==> src/hdl/usa_pkg.sv <==
// Constants, field layout and carrier types for the auto-baud and synchronous master transmit serial unit.
// Assumes an APB master on pclk and a data pin sampled synchronously to pclk.
package usa_pkg;
   localparam int ADDR_W = 8;
   localparam int DATA_W = 32;

   // ----------------------------------------------------------------
   // Register byte offsets
   // ----------------------------------------------------------------
   localparam logic [ADDR_W-1:0] OFF_TRANSMIT_STATUS = 8'h00;
   localparam logic [ADDR_W-1:0] OFF_RECEIVE_STATUS = 8'h04;
   localparam logic [ADDR_W-1:0] OFF_BAUD_CONTROL = 8'h08;
   localparam logic [ADDR_W-1:0] OFF_RATE_LOW = 8'h0c;
   localparam logic [ADDR_W-1:0] OFF_RATE_HIGH = 8'h10;
   localparam logic [ADDR_W-1:0] OFF_TRANSMIT_DATA = 8'h14;
   localparam logic [ADDR_W-1:0] OFF_RECEIVE_DATA = 8'h18;

   // ----------------------------------------------------------------
   // Field positions
   // ----------------------------------------------------------------
   localparam int TS_SYNC = 0, TS_MASTER = 1, TS_TRANSMIT_ENABLE = 2, TS_NINE = 3, TS_NINTH = 4, TS_HSPEED = 5;
   localparam int TS_SHIFT_EMPTY = 6, TS_HOLD_EMPTY = 7;
   localparam int RS_PORT_EN = 0, RS_SINGLE_RX = 1, RS_CONT_RX = 2;
   localparam int BC_ABD_EN = 0, BC_WAKE = 1, BC_POL = 2, BC_WIDE = 3, BC_RX_FLAG = 4, BC_ABD_BUSY = 5;

   // ----------------------------------------------------------------
   // Auto-baud and shifting counts
   // ----------------------------------------------------------------
   localparam int BASE_DIV_SLOW = 64;
   localparam int BASE_DIV_MID = 16;
   localparam int BASE_DIV_FAST = 4;
   localparam int ABD_PER_BASE = 8;
   localparam logic [8:0] ABD_DIV_M1_SLOW = 9'(BASE_DIV_SLOW * ABD_PER_BASE - 1);
   localparam logic [8:0] ABD_DIV_M1_MID = 9'(BASE_DIV_MID * ABD_PER_BASE - 1);
   localparam logic [8:0] ABD_DIV_M1_FAST = 9'(BASE_DIV_FAST * ABD_PER_BASE - 1);
   localparam int ABD_RISE_EDGES = 5;
   localparam logic [2:0] ABD_LAST_EDGE = 3'(ABD_RISE_EDGES - 1);
   localparam logic [15:0] ABD_COUNT_START = 16'h0001;
   localparam logic [3:0] BITS_EIGHT = 4'h8;
   localparam logic [3:0] BITS_NINE = 4'h9;
   localparam logic [7:0] RX_DATA_IDLE = 8'h00;

   // ----------------------------------------------------------------
   // Types
   // ----------------------------------------------------------------
   typedef enum logic [2:0] {
      TX_IDLE = 3'b001,
      TX_LEAD = 3'b010,
      TX_TRAIL = 3'b100
   } usa_tx_state_t;

   typedef enum logic [4:0] {
      AB_IDLE = 5'b00001,
      AB_BREAK = 5'b00010,
      AB_START = 5'b00100,
      AB_FIRST = 5'b01000,
      AB_COUNT = 5'b10000
   } usa_ab_state_t;

   typedef struct packed {
      logic psel;
      logic penable;
      logic pwrite;
      logic [ADDR_W-1:0] paddr;
      logic [DATA_W-1:0] pwdata;
   } usa_apb_req_t;

   typedef struct packed {
      logic pready;
      logic pslverr;
      logic [DATA_W-1:0] prdata;
   } usa_apb_rsp_t;

   typedef struct packed {
      logic tx_clock_pin_o;
      logic tx_clock_pin_oe;
      logic rx_data_pin_o;
      logic rx_data_pin_oe;
   } usa_pins_t;

   typedef struct packed {
      usa_apb_rsp_t rsp;
      usa_pins_t pins;
      logic sync_mode;
      logic clock_source_master;
      logic transmit_enable;
      logic nine_bit_transmit;
      logic ninth_transmit_bit;
      logic high_speed_rate_select;
      logic serial_port_enable;
      logic single_receive_enable;
      logic continuous_receive_enable;
      logic auto_baud_enable;
      logic wake_on_break_enable;
      logic clock_polarity_select;
      logic wide_rate_gen_select;
      logic receive_flag;
      logic [7:0] rate_gen_low_byte;
      logic [7:0] rate_gen_high_byte;
      logic [8:0] tx_hold;
      logic tx_hold_full;
      logic [8:0] transmit_shift_reg;
      logic [3:0] bits_left;
      usa_tx_state_t tx_state;
      logic [16:0] half_cnt;
      usa_ab_state_t ab_state;
      logic [8:0] pre_cnt;
      logic [2:0] edges;
      logic rx_prev;
   } usa_state_t;
endpackage : usa_pkg

==> src/hdl/usa_serial_unit.sv <==
// Serial unit: auto-baud measurement and synchronous master transmit, APB register slave.
// Assumes an APB master on pclk and a data pin input already synchronous to pclk.
module usa_serial_unit (
   input wire logic pclk,
   input wire logic presetn,
   input wire logic ce,
   input wire usa_pkg::usa_apb_req_t apb_req,
   output usa_pkg::usa_apb_rsp_t apb_rsp,
   input wire logic rx_data_pin_i,
   output usa_pkg::usa_pins_t pins
);
   import usa_pkg::*;

   usa_state_t s;
   usa_state_t next_s;

   assign apb_rsp = s.rsp;
   assign pins = s.pins;

   // ----------------------------------------------------------------
   // Combinational next state
   // ----------------------------------------------------------------
   logic setup_phase;
   logic access_done;
   logic wr_en;
   logic rd_en;
   logic hit;
   logic [DATA_W-1:0] rd_data;
   logic master_tx;
   logic idle_lvl;
   logic [16:0] half_end;
   logic half_last;
   logic start_char;
   logic [8:0] abd_div_m1;
   logic rise;
   logic fall;
   logic [15:0] abd_cnt;

   always_comb begin
      next_s = s;
      setup_phase = apb_req.psel && !apb_req.penable;
      access_done = apb_req.psel && apb_req.penable && s.rsp.pready;
      wr_en = access_done && apb_req.pwrite && !s.rsp.pslverr;
      rd_en = access_done && !apb_req.pwrite && !s.rsp.pslverr;
      start_char = 1'b0;

      // Read mux, looked up in the setup cycle so prdata is a flop in the access cycle
      hit = 1'b1;
      rd_data = '0;
      case (apb_req.paddr)
         OFF_TRANSMIT_STATUS: begin
            rd_data[TS_SYNC] = s.sync_mode;
            rd_data[TS_MASTER] = s.clock_source_master;
            rd_data[TS_TRANSMIT_ENABLE] = s.transmit_enable;
            rd_data[TS_NINE] = s.nine_bit_transmit;
            rd_data[TS_NINTH] = s.ninth_transmit_bit;
            rd_data[TS_HSPEED] = s.high_speed_rate_select;
            rd_data[TS_SHIFT_EMPTY] = (s.tx_state == TX_IDLE);
            rd_data[TS_HOLD_EMPTY] = !s.tx_hold_full;
         end
         OFF_RECEIVE_STATUS: begin
            rd_data[RS_PORT_EN] = s.serial_port_enable;
            rd_data[RS_SINGLE_RX] = s.single_receive_enable;
            rd_data[RS_CONT_RX] = s.continuous_receive_enable;
         end
         OFF_BAUD_CONTROL: begin
            rd_data[BC_ABD_EN] = s.auto_baud_enable;
            rd_data[BC_WAKE] = s.wake_on_break_enable;
            rd_data[BC_POL] = s.clock_polarity_select;
            rd_data[BC_WIDE] = s.wide_rate_gen_select;
            rd_data[BC_RX_FLAG] = s.receive_flag;
            rd_data[BC_ABD_BUSY] = (s.ab_state != AB_IDLE);
         end
         OFF_RATE_LOW: rd_data[7:0] = s.rate_gen_low_byte;
         OFF_RATE_HIGH: rd_data[7:0] = s.rate_gen_high_byte;
         // The shifter has no address; the data register reads as zero
         OFF_TRANSMIT_DATA: rd_data = '0;
         OFF_RECEIVE_DATA: rd_data[7:0] = RX_DATA_IDLE;
         default: hit = 1'b0;
      endcase

      // Zero wait states: pready is high in every access cycle
      next_s.rsp.pready = setup_phase;
      // The error flag stands only with pready, so it drops once the access ends
      if (setup_phase) begin
         next_s.rsp.pslverr = !hit;
         next_s.rsp.prdata = hit ? rd_data : '0;
      end else begin
         next_s.rsp.pslverr = 1'b0;
      end

      // ----------------------------------------------------------------
      // Register writes
      // ----------------------------------------------------------------
      if (wr_en) begin
         case (apb_req.paddr)
            OFF_TRANSMIT_STATUS: begin
               next_s.sync_mode = apb_req.pwdata[TS_SYNC];
               next_s.clock_source_master = apb_req.pwdata[TS_MASTER];
               next_s.transmit_enable = apb_req.pwdata[TS_TRANSMIT_ENABLE];
               next_s.nine_bit_transmit = apb_req.pwdata[TS_NINE];
               next_s.ninth_transmit_bit = apb_req.pwdata[TS_NINTH];
               next_s.high_speed_rate_select = apb_req.pwdata[TS_HSPEED];
            end
            OFF_RECEIVE_STATUS: begin
               next_s.serial_port_enable = apb_req.pwdata[RS_PORT_EN];
               next_s.single_receive_enable = apb_req.pwdata[RS_SINGLE_RX];
               next_s.continuous_receive_enable = apb_req.pwdata[RS_CONT_RX];
            end
            OFF_BAUD_CONTROL: begin
               next_s.auto_baud_enable = apb_req.pwdata[BC_ABD_EN];
               next_s.wake_on_break_enable = apb_req.pwdata[BC_WAKE];
               next_s.clock_polarity_select = apb_req.pwdata[BC_POL];
               next_s.wide_rate_gen_select = apb_req.pwdata[BC_WIDE];
            end
            OFF_RATE_LOW: next_s.rate_gen_low_byte = apb_req.pwdata[7:0];
            OFF_RATE_HIGH: next_s.rate_gen_high_byte = apb_req.pwdata[7:0];
            OFF_TRANSMIT_DATA: begin
               // A write to a full holding register is dropped, not merged
               if (!s.tx_hold_full) begin
                  next_s.tx_hold = {s.ninth_transmit_bit, apb_req.pwdata[7:0]};
                  next_s.tx_hold_full = 1'b1;
               end
            end
            default: ;
         endcase
      end

      // Reading the receive data register clears the flag
      if (rd_en && apb_req.paddr == OFF_RECEIVE_DATA) begin
         next_s.receive_flag = 1'b0;
      end

      // ----------------------------------------------------------------
      // Auto-baud measurement
      // ----------------------------------------------------------------
      rise = rx_data_pin_i && !s.rx_prev;
      fall = !rx_data_pin_i && s.rx_prev;
      next_s.rx_prev = rx_data_pin_i;
      case ({s.wide_rate_gen_select, s.high_speed_rate_select})
         2'b00: abd_div_m1 = ABD_DIV_M1_SLOW;
         2'b11: abd_div_m1 = ABD_DIV_M1_FAST;
         default: abd_div_m1 = ABD_DIV_M1_MID;
      endcase
      abd_cnt = {s.rate_gen_high_byte, s.rate_gen_low_byte};

      // No receiver lives here, so holding it idle costs nothing
      case (s.ab_state)
         AB_IDLE: begin
            if (s.auto_baud_enable) begin
               next_s.ab_state = s.wake_on_break_enable ? AB_BREAK : AB_START;
            end
         end
         AB_BREAK: begin
            // The break ends on its closing rising edge
            if (rise) begin
               next_s.ab_state = AB_START;
            end
         end
         AB_START: begin
            if (fall) begin
               next_s.ab_state = AB_FIRST;
            end
         end
         AB_FIRST: begin
            if (rise) begin
               next_s.ab_state = AB_COUNT;
               {next_s.rate_gen_high_byte, next_s.rate_gen_low_byte} = ABD_COUNT_START;
               next_s.pre_cnt = '0;
               next_s.edges = 3'h1;
            end
         end
         AB_COUNT: begin
            // Prescaled pclk clocks the measurement; the sync character's rising edges end it
            if (s.pre_cnt == abd_div_m1) begin
               next_s.pre_cnt = '0;
               {next_s.rate_gen_high_byte, next_s.rate_gen_low_byte} = abd_cnt + 16'h0001;
            end else begin
               next_s.pre_cnt = s.pre_cnt + 9'h001;
            end
            if (rise) begin
               if (s.edges == ABD_LAST_EDGE) begin
                  next_s.ab_state = AB_IDLE;
                  next_s.auto_baud_enable = 1'b0;
                  next_s.receive_flag = 1'b1;
               end else begin
                  next_s.edges = s.edges + 3'h1;
               end
            end
         end
         default: next_s.ab_state = AB_IDLE;
      endcase
      // Software dropping the enable abandons a measurement in progress
      if (!s.auto_baud_enable && s.ab_state != AB_IDLE) begin
         next_s.ab_state = AB_IDLE;
      end

      // ----------------------------------------------------------------
      // Synchronous master transmit
      // ----------------------------------------------------------------
      // Relies on software having set up master transmit
      master_tx = s.serial_port_enable && s.sync_mode && s.clock_source_master && s.transmit_enable
                  && !s.single_receive_enable && !s.continuous_receive_enable;
      idle_lvl = s.clock_polarity_select;
      next_s.pins.tx_clock_pin_oe = s.serial_port_enable && s.sync_mode && s.clock_source_master;
      next_s.pins.rx_data_pin_oe = master_tx;
      // Half a clock period is 2*(n+1) pclk cycles, so one bit is 4*(n+1)
      half_end = s.wide_rate_gen_select ? {abd_cnt, 1'b1} : {8'h00, s.rate_gen_low_byte, 1'b1};
      half_last = (s.half_cnt == half_end);
      next_s.half_cnt = half_last ? '0 : s.half_cnt + 17'h00001;

      case (s.tx_state)
         TX_IDLE: begin
            next_s.pins.tx_clock_pin_o = idle_lvl;
            next_s.half_cnt = '0;
            start_char = s.tx_hold_full;
         end
         TX_LEAD: begin
            if (half_last) begin
               next_s.pins.tx_clock_pin_o = idle_lvl;
               next_s.transmit_shift_reg = {1'b0, s.transmit_shift_reg[8:1]};
               next_s.bits_left = s.bits_left - 4'h1;
               next_s.tx_state = TX_TRAIL;
            end
         end
         TX_TRAIL: begin
            if (half_last) begin
               if (s.bits_left != 4'h0) begin
                  next_s.pins.tx_clock_pin_o = !idle_lvl;
                  next_s.pins.rx_data_pin_o = s.transmit_shift_reg[0];
                  next_s.tx_state = TX_LEAD;
               end else begin
                  // Last bit done: clock already idle, nothing more unless a character waits
                  next_s.tx_state = TX_IDLE;
                  start_char = s.tx_hold_full;
               end
            end
         end
         default: next_s.tx_state = TX_IDLE;
      endcase

      if (start_char && master_tx) begin
         next_s.transmit_shift_reg = s.tx_hold;
         next_s.bits_left = s.nine_bit_transmit ? BITS_NINE : BITS_EIGHT;
         next_s.tx_hold_full = wr_en && apb_req.paddr == OFF_TRANSMIT_DATA && !s.tx_hold_full;
         next_s.half_cnt = '0;
         next_s.pins.tx_clock_pin_o = !idle_lvl;
         next_s.pins.rx_data_pin_o = s.tx_hold[0];
         next_s.tx_state = TX_LEAD;
      end
      // Leaving master transmit aborts the character and parks the clock
      if (!master_tx && s.tx_state != TX_IDLE) begin
         next_s.tx_state = TX_IDLE;
         next_s.pins.tx_clock_pin_o = idle_lvl;
      end
   end

   // ----------------------------------------------------------------
   // State register
   // ----------------------------------------------------------------
   always_ff @(posedge pclk or negedge presetn) begin
      if (!presetn) begin
         s <= '0;
         s.tx_state <= TX_IDLE;
         s.ab_state <= AB_IDLE;
      end else if (ce) begin
         s <= next_s;
      end
   end
endmodule : usa_serial_unit

==> config.mk <==
export PLATFORM = sky130hd
export DESIGN_NAME = usa_serial_unit
export DESIGN_NICKNAME = d
export VERILOG_FILES = /design/src/hdl/usa_pkg.sv /design/src/hdl/usa_serial_unit.sv
export SDC_FILE = /design/constraint.sdc
export NUM_CORES = 1
export LEC_CHECK = 0
export ABC_AREA = 1
export BUFFER_PORTS_ARGS = -buffer_cell sky130_fd_sc_hd__buf_2
export CAP_MARGIN = 40
export CORE_ASPECT_RATIO = 0.5
export CORE_MARGIN = 4
export CORE_UTILIZATION = 63
export DETAILED_ROUTE_END_ITERATION = 8
export PLACE_DENSITY = 0.87
export SKIP_CTS_REPAIR_TIMING = 1
export SLEW_MARGIN = 20
export SYNTH_ARGS = -nofsm -noshare
export SYNTH_HDL_FRONTEND = slang
export SYNTH_SLANG_ARGS = --single-unit
==> constraint.sdc <==
create_clock -name pclk -period 3.1 [get_ports pclk]
set_clock_uncertainty 0.15 [all_clocks]
set_input_delay 0.62 -clock pclk [delete_from_list [all_inputs] [get_ports pclk]]
set_output_delay 0.62 -clock pclk [all_outputs]
set_load 0.01 [all_outputs]
# Yosys cells after proc, flatten, opt, wreduce, memory -nomap -nowiden
# Index checks and enable logic that the tools add are counted.
[classes] addsub=5 muxes=61 reduce_logical=57 bitwise=1 eq_ne=33
[op_table] operator="two-way mux 17 bit" n=4
[op_table] operator="two-way mux 16 bit" n=3
[op_table] operator="two-way mux 34 bit" n=1
[op_table] operator="case mux 16 bit (2 select lines)" n=1
[op_table] operator="two-way mux 5 bit" n=6
[op_table] operator="two-way mux 26 bit" n=1
[op_table] operator="case mux 5 bit (5 select lines)" n=1
[op_table] operator="== test 8 x 5 -> 1 bit, second input constant" n=3
[op_table] operator="two-way mux 8 bit" n=3
[op_table] operator="case mux 12 bit (2 select lines)" n=1
[op_table] operator="two-way mux 1 bit" n=21
[op_table] operator="logical AND 1 bit" n=20
[op_table] operator="two-way mux 10 bit" n=2
[op_table] operator="!= test 3 bit, second input constant" n=6
[op_table] operator="case mux 9 bit (2 select lines)" n=1
[op_table] operator="AND reduction 3 bit" n=6
[op_table] operator="adder 17 x 1 -> 17 bit, second input constant" n=1
[op_table] operator="== test 17 bit" n=1
[op_table] operator="adder 16 x 1 -> 16 bit, second input constant" n=1
[op_table] operator="== test 8 x 4 -> 1 bit, second input constant" n=2
[op_table] operator="two-way mux 3 bit" n=5
[op_table] operator="case mux 3 bit (5 select lines)" n=1
[op_table] operator="nonzero test 2 bit" n=7
[op_table] operator="two-way mux 13 bit" n=1
[op_table] operator="37 further kinds" n=58
[word_totals] inputBits=47 word_cells=190 out_inout_bits=38 ff_bits=129

# Depth between registers and ports, before layout
# Gate-level depths: netlist (run 1).
[depth] ltp_word=9 depth_mapped=16 ltp_nobuf=13

# Least setup slack after synthesis (run 1)
# OpenSTA, ideal clock, no wires.
[synth_path] path_type="input-to-reg" from="in apb_req[38] in the netlist's numbering" to="reg s (netlist bit abd_cnt[0])" setup_slack_ns=0.997 t_required_ns=2.802 path_buffers=1 t_arrival_ns=1.805 cell_stages=9 setup_ns=0.148 cell_sequence="inv_1 -> nand3_1 -> nor2_1 -> nand2_1 -> nor2_1 -> nand2_1 -> clkbuf_1 -> o21ai_0 -> a41oi_1"
[synth_between] elab_chain_len=5 word_cells_on_any_way=6 classes_between="1 x eq/ne; 5 x mux"
[synth_lines] item="from (decl)" line_no="usa_serial_unit.sv:7" text="input wire usa_pkg::usa_apb_req_t apb_req,"
[synth_lines] item="== test 8 x 4 -> 1 bit *" line_no="usa_serial_unit.sv:96" text="case (apb_req.paddr)"
[synth_lines] item="two-way mux 8 bit *" line_no="usa_serial_unit.sv:96"
[synth_lines] item="two-way mux 26 bit *" line_no="usa_serial_unit.sv:95" text="if (wr_en) begin"
[synth_lines] item="two-way mux 16 bit (on tied branches)" line_no="usa_serial_unit.sv:175, usa_serial_unit.sv:166"
[synth_lines] item="case mux 16 bit (2 select lines) *" line_no="usa_serial_unit.sv:148" text="case (s.ab_state)"
[synth_lines] item="to (signal assigned)" line_no="usa_serial_unit.sv:267" text="s <= next_s;"
[synth_lines] item="to (decl)" line_no="usa_serial_unit.sv:14" text="usa_state_t s;"
# Every way passes the cells marked *; elsewhere a longest branch is shown, timed or not. The select of a mux whose other input is x is not followed.
# A chain may end at the register's enable or synchronous reset.

# Final worst setup path (run 1)
[layout_path] from="reg s[18] in the netlist's numbering" to="reg s[34] in the netlist's numbering"
[layout_between] elab_chain_len=5 word_cells_on_any_way=8 classes_between="1 x add/sub; 1 x eq/ne; 5 x mux; 1 x reduce/logical"
[layout_lines] item="parallel branches: the longest is 4 deep, another holds adder 17 x 1 -> 17 bit"
[layout_lines] item="two-way mux 34 bit *" line_no="usa_serial_unit.sv:242" text="if (start_char && master_tx) begin"
# Every way passes the cells marked *.

==> results of run 1 <==
## synth_stat cells, types with 2 or more instances
cell	n
nand3_1	34
ha_1	6
o211ai_1	16
a221oi_1	6
clkbuf_2	2
o21ai_1	8
nand2_4	2
inv_2	3
o22ai_1	15
inv_1	113
clkinv_1	2
a31oi_1	6
xor2_1	15
nand3b_1	6
nand4_2	2
o21ai_0	101
nand2_2	4
nor3b_1	2
dfstp_2	2
a22oi_1	7
buf_2	2
nor2_1	68
a21oi_1	28
nor4_1	6
nor3_2	6
buf_6	4
clkbuf_1	11
a41oi_1	2
nand3_2	4
buf_4	39
nand4_1	20
nand2_1	213
nor3_1	20
dfrtp_1	103
## worst paths after layout
path	to	cells past startpoint	from
worst max-delay path	s[34]	12	s[18]
worst max register to register	s[34]	12	s[18]
min in group pclk	pins[3]	2	pins[3]
worst min register to register	pins[3]	2	pins[3]
worst min-delay path	s[43]	1	presetn
max in group asynchronous	s[13]	2	presetn
## power by group through the flow
stage	clock network, µW	logic (µW)	registers (µW)
after floorplan	0	879	1720
after global placement	0	1020	1790
after global routing	1190	1240	1810
after CTS	1130	1080	1780
final	1130	1090	1790
after detailed placement	0	1070	1810
## layer usage
layer / routed length [µm] / GRT usage / up-vias
li1: - / - / 2961
met1: 7462 / 0.3852 / 2857
met2: 7412 / 0.4458 / 270
met3: 1701 / 0.07158 / 41
met4: 252 / 0.06667 / 0
met5: 0 / 0 / -
## worst reg2reg max path: stages (launching register included)
cell	delay (ns)
dfrtp_1	0.46
ha_1	0.23
nand2_1	0.08
nor2_1	0.16
nand3_1	0.14
nor2_1	0.16
nand4_1	0.13
nor2_1	0.16
nand2_1	0.11
nor2_1	0.29
nand4_1	0.13
nand2_1	0.08
o21ai_0	0.08
## kinds of logic (layout without fill, tap and decap cells)
family / after synthesis / in the layout / share of synthesized area
AND/OR/NAND/NOR: 394 / 394 / 0.2698
buffers and inverters: 178 / 177 / 0.1300
XOR/XNOR: 17 / 17 / 0.02362
AO/OA/AOI/OAI: 193 / 193 / 0.1657
other: 1 / 24 / 0.0005663
adder cells (fa/ha/maj): 6 / 6 / 0.01134
multiplexers: 1 / 1 / 0.001701
flip-flops: 105 / 105 / 0.3972
## registers in the layout (all words and copies together) (netlist names)
signal and count:
apb_rsp 10, pins 4, idle_lvl 1, abd_cnt 16
s 74
## cell type report
cell class	count	area (µm²)
clock inverter	7	60.06
timing repair buffer	43	247.7
multi-input combinational	635	3217
inverter	118	442.9
tap	140	175.2
sequential	105	2630
fill	861	3217
clock buffer	9	225.2
## through the flow
step                      instance area (µm²)  std cells  hold WS (ns)    util
final                                    6998       1057        0.1312  0.6851
after floorplan                          6708        918        0.1744       -
after CTS                                6998       1057        0.1557  0.6851
after global routing                     6998       1057        0.1837  0.6851
after detailed placement                 6713       1041        0.3030  0.6572
after global placement                   6713       1041        0.3061  0.6572
==> out/metrics.cfg, run 1 <==
[setup_path]
startpoint_type=register
required_ns=3.18
r2r_slack_ns=0.62
path_class=reg -> reg
worstPathCellList=ha_1, nand2_1, nor2_1, nand3_1, nor2_1, nand4_1, nor2_1, nand2_1, nor2_1, nand4_1, nand2_1, o21ai_0
cp.arrival_ns=2.56
slowest_delay_ns=0.46
slowest_stage=dfrtp_1
crit_path_max_fanout=7
end_kind=register
worst-path-buf-inv=0
crit_family=simple AND/OR/NAND/NOR gates
cpMostUsedCell=nor2_1

[power_and_ir_drop]
peakVddDrop_mv=0.3062
seq_power_share=0.446
p_clk_frac=0.281
swShare=0.3781
p_int_uw=2494
p_sw_uw=1517
p_total_uw=4011
p_leak_uw=0.003476
power.density_nw_per_um2=573.1
combPwrFrac=0.273

[clocking]
clock-root-buffer=clkbuf_16
htreeDepth=3
path_clk_slew_ns=0.08
cts_tree=built
cts.sinks=105
clk_latency_ns=0.36
clockBufferDepth=2
cts_buffers=9

[route]
first_pass_iters=5
dr_total_vias=6129
ant_nets=0
drtIter0Drc=722
wl_per_cell_um=15.92
drc=0
wl_um=16830
viasPerCell=5.798

[floorplanning]
rows=26
die_w_um=153.0
io_pins=85
die_area_um2=12310
initial_core_util=0.6482
core-area_um2=10210
die_y_um=80.49

[synth]
synth_edf_count=0
synth_ff_type=dfrtp_1
syn_inst=895
ys_seq_area_frac=0.3972
ys_types=51
yosys-top-cells-area=dfrtp_1 (39%), nand2_1 (12%), o21ai_0 (7.6%)
synth_area_um2=6621
ys_ff_latch=105
ys_async_sr_fraction=1.000
yosysWarnings=0
synth_top_cell_by_area=dfrtp_1
synth_top_area_frac=0.3893
syn_area_per_cell_um2=7.398

[global_route]
antenna_found_initial=0
overflow=0
grt_max_degree=49
grt_pass1_wl_um=27610
groute.usage.overall=0.2791
grt_pass1_vias=5681

[run]
drv_cap=0

[layout]
mostFrequentLayoutCells=nand2_1 (213), inv_1 (113), dfrtp_1 (103)
finalNetCount=965
area_growth_pct=5.688
drive_above_1_share=0.09706
diodes=0
mostFrequentLayoutCell=nand2_1

[timing]
maxSlewViolCount=0
hold_viol_final=0
setup_slack_ns=0.6177
maxSlewHeadroom=0.5719
timing.fmax_mhz=402.9
rsz0062_at_grt=false
setup_violations=0
period_share=0.8007
fin_tns_setup_ns=0
period_minus_slack_ns=2.482
tightestPinTransition_ns=0.6422

[outcome]
status=complete, no violations

[placed_design]
pre_cts_slack_ns=0.5448
gp_congestion=0.9858
dp_hpwl_um=12640
io_buffers=36

[min_path]
hold_path_class=in -> async

(Power assumes the default switching activity.)
==> run 2, diff against run 1 <==
--- a/config.mk
+++ b/config.mk
@@ -10,9 +10,9 @@
 export CAP_MARGIN = 40
 export CORE_ASPECT_RATIO = 0.5
 export CORE_MARGIN = 4
-export CORE_UTILIZATION = 63
+export CORE_UTILIZATION = 53
 export DETAILED_ROUTE_END_ITERATION = 8
-export PLACE_DENSITY = 0.87
+export PLACE_DENSITY = 0.78
 export SKIP_CTS_REPAIR_TIMING = 1
 export SLEW_MARGIN = 20
 export SYNTH_ARGS = -nofsm -noshare
==> constraint.sdc (replaced) <==
create_clock -name pclk -period 2 [get_ports pclk]
set_clock_uncertainty 0.15 [all_clocks]
set_input_delay 0.4 -clock pclk [delete_from_list [all_inputs] [get_ports pclk]]
set_output_delay 0.4 -clock pclk [all_outputs]
set_load 0.01 [all_outputs]
==> run 2 against run 1 <==
- non-clock buffer count up 131
- sequential cell count unchanged
- worst setup slack worse by 0.89 ns
- sequential share of layout area down 7.0 points
- the flow now finishes with violations (negative setup slack)
- wire length up 23%
- via count up 14%
- critical path depth up 2
- die area up 17%
- first-iteration DRC count up 27%
- largest cell class unchanged
- final cell count up 15%
- critical path type unchanged
==> out/metrics.cfg, run 2 (synthesis results as in run 1) <==
[outcome]
status=finished, violations left
violations=negative setup slack

[min_path]
hold_path_class=in -> reg
holdCritStartpoint=rx_data_pin_i
worstHoldPathCells=3
min_to=s[0]

[setup_path]
r2r_cells=14
timing.rr.start=s[78]
required_ns=2.14
crit_path_max_fanout=6
end_kind=register
cp.arrival_ns=2.41
path_class=reg -> reg
startpoint_type=register
r2r_slack_ns=-0.27
worst_r2r_endpoint=s[36]

[global_route]
overflow=0
groute.usage.overall=0.2549
grt_pass1_vias=6122
grt_pass1_wl_um=29930
antenna_found_initial=0
grt_max_degree=54

[power_and_ir_drop]
power.density_nw_per_um2=835.3
p_leak_uw=0.004205
peakVddDrop_mv=0.5206

[timing]
period_minus_slack_ns=2.273
fin_tns_setup_ns=-7.851
timing.fmax_mhz=439.9
setup_slack_ns=-0.2731
period_share=1.137
setup_violations=56
timing.hold.ws_ns=0.1330
maxSlewViolCount=0
hold_viol_final=0
rsz0062_at_grt=true

[route]
first_pass_iters=8
viasPerCell=5.773
drtIter0Drc=917
ant_nets=0
drc=0
wl_per_cell_um=17.13
dr_total_vias=7003
wl_um=20780

[layout]
finalNetCount=1096
largest_register_ffs=74
mostFrequentLayoutCells=nand2_1 (186), buf_4 (112), inv_1 (109)
area_growth_pct=30.25
mostFrequentLayoutCell=nand2_1
largest-register=s
drive_above_1_share=0.2939
fillers=842
fin_area_um2=8625
diodes=0

[clocking]
clock-root-buffer=clkbuf_16
clockBufferDepth=2
cts.sinks=105
path_clk_slew_ns=0.07
htreeDepth=3
cts_tree=built
cts_buffers=9
clk_latency_ns=0.36

[floorplanning]
core-area_um2=12020
die_w_um=166.1
rows=28
initial_core_util=0.5510
die_area_um2=14450
io_pins=85
die_y_um=87.04

[placed_design]
dp_hpwl_um=13680
gp_congestion=0.9574
place_area_um2=7560
io_buffers=36

[run]
drv_cap=0

==> run 2: changes by cell type in the layout (fill, tap and decap cells not counted), moves of 12 or more <==
cell     delta
nand2_2    +20
nor2_1     -20
nor2_2     +13
buf_4     +105
o21ai_0    -17
buf_6      +19
nand2_1    -27
o21ai_1    +12
==> run 2: how the worst max path moves through the flow <==
stage / start / end / slack, ns / depth (start not counted)
floorplan: s[18] / s[34] / 0.008 / 12
global placement: s[78] / s[42] / -0.25 / 14
detailed placement: s[78] / s[42] / -0.30 / 12
CTS: s[78] / s[42] / -0.33 / 12
global route: s[78] / s[36] / -0.36 / 14
finish: s[78] / s[36] / -0.27 / 14
==> run 2: critical path, cell delays in order (launching register included) <==
cell,delay (ns)
dfrtp_2,0.49
buf_6,0.17
nand2_2,0.05
nand2_2,0.08
nand3_2,0.06
nor2_1,0.10
nand3_1,0.11
nor2_2,0.17
nand3_2,0.11
nand2_4,0.11
nand3_4,0.15
nand3_4,0.15
buf_6,0.12
nand4_1,0.09
nand2_1,0.10
==> run 2: per-stage QoR <==
stage / setup WS (ns) / power [µW] / util / cells
2_1_floorplan: 0.007501 / 4025 / - / 918
3_3_place_gp: -0.2509 / 4758 / 0.6291 / 1168
3_5_place_dp: -0.2967 / 4852 / 0.6291 / 1168
4_1_cts: -0.3280 / 6689 / 0.6545 / 1184
5_1_grt: -0.3609 / 7603 / 0.7177 / 1213
6_report: -0.2731 / 7204 / 0.7177 / 1213
==> run 2: layout make-up <==
class,count,area (µm²),share of cell area
multi-input cells,635,3647,0.4229
flip-flops and latches,105,2635,0.3055
repair buffers,174,1385,0.1606
inverters,118,445.4,0.05165
clock buffers,11,242.7,0.02814
well taps,165,206.4,0.02394
clock inverters,5,62.56,0.007254
==> run 2: power by group <==
group	internal [µW]	total, µW	switching (µW)
Sequential	2430	2720	293
Clock	1010	1850	832
Combinational	1050	2640	1590
==> run 2: routing by layer <==
layer / track usage / vias up / share of wire
li1: - / 3211 / -
met1: 0.3493 / 3307 / 0.41
met2: 0.4223 / 426 / 0.47
met3: 0.06210 / 59 / 0.10
met4: 0.04641 / 0 / 0.025
met5: 0 / - / 0
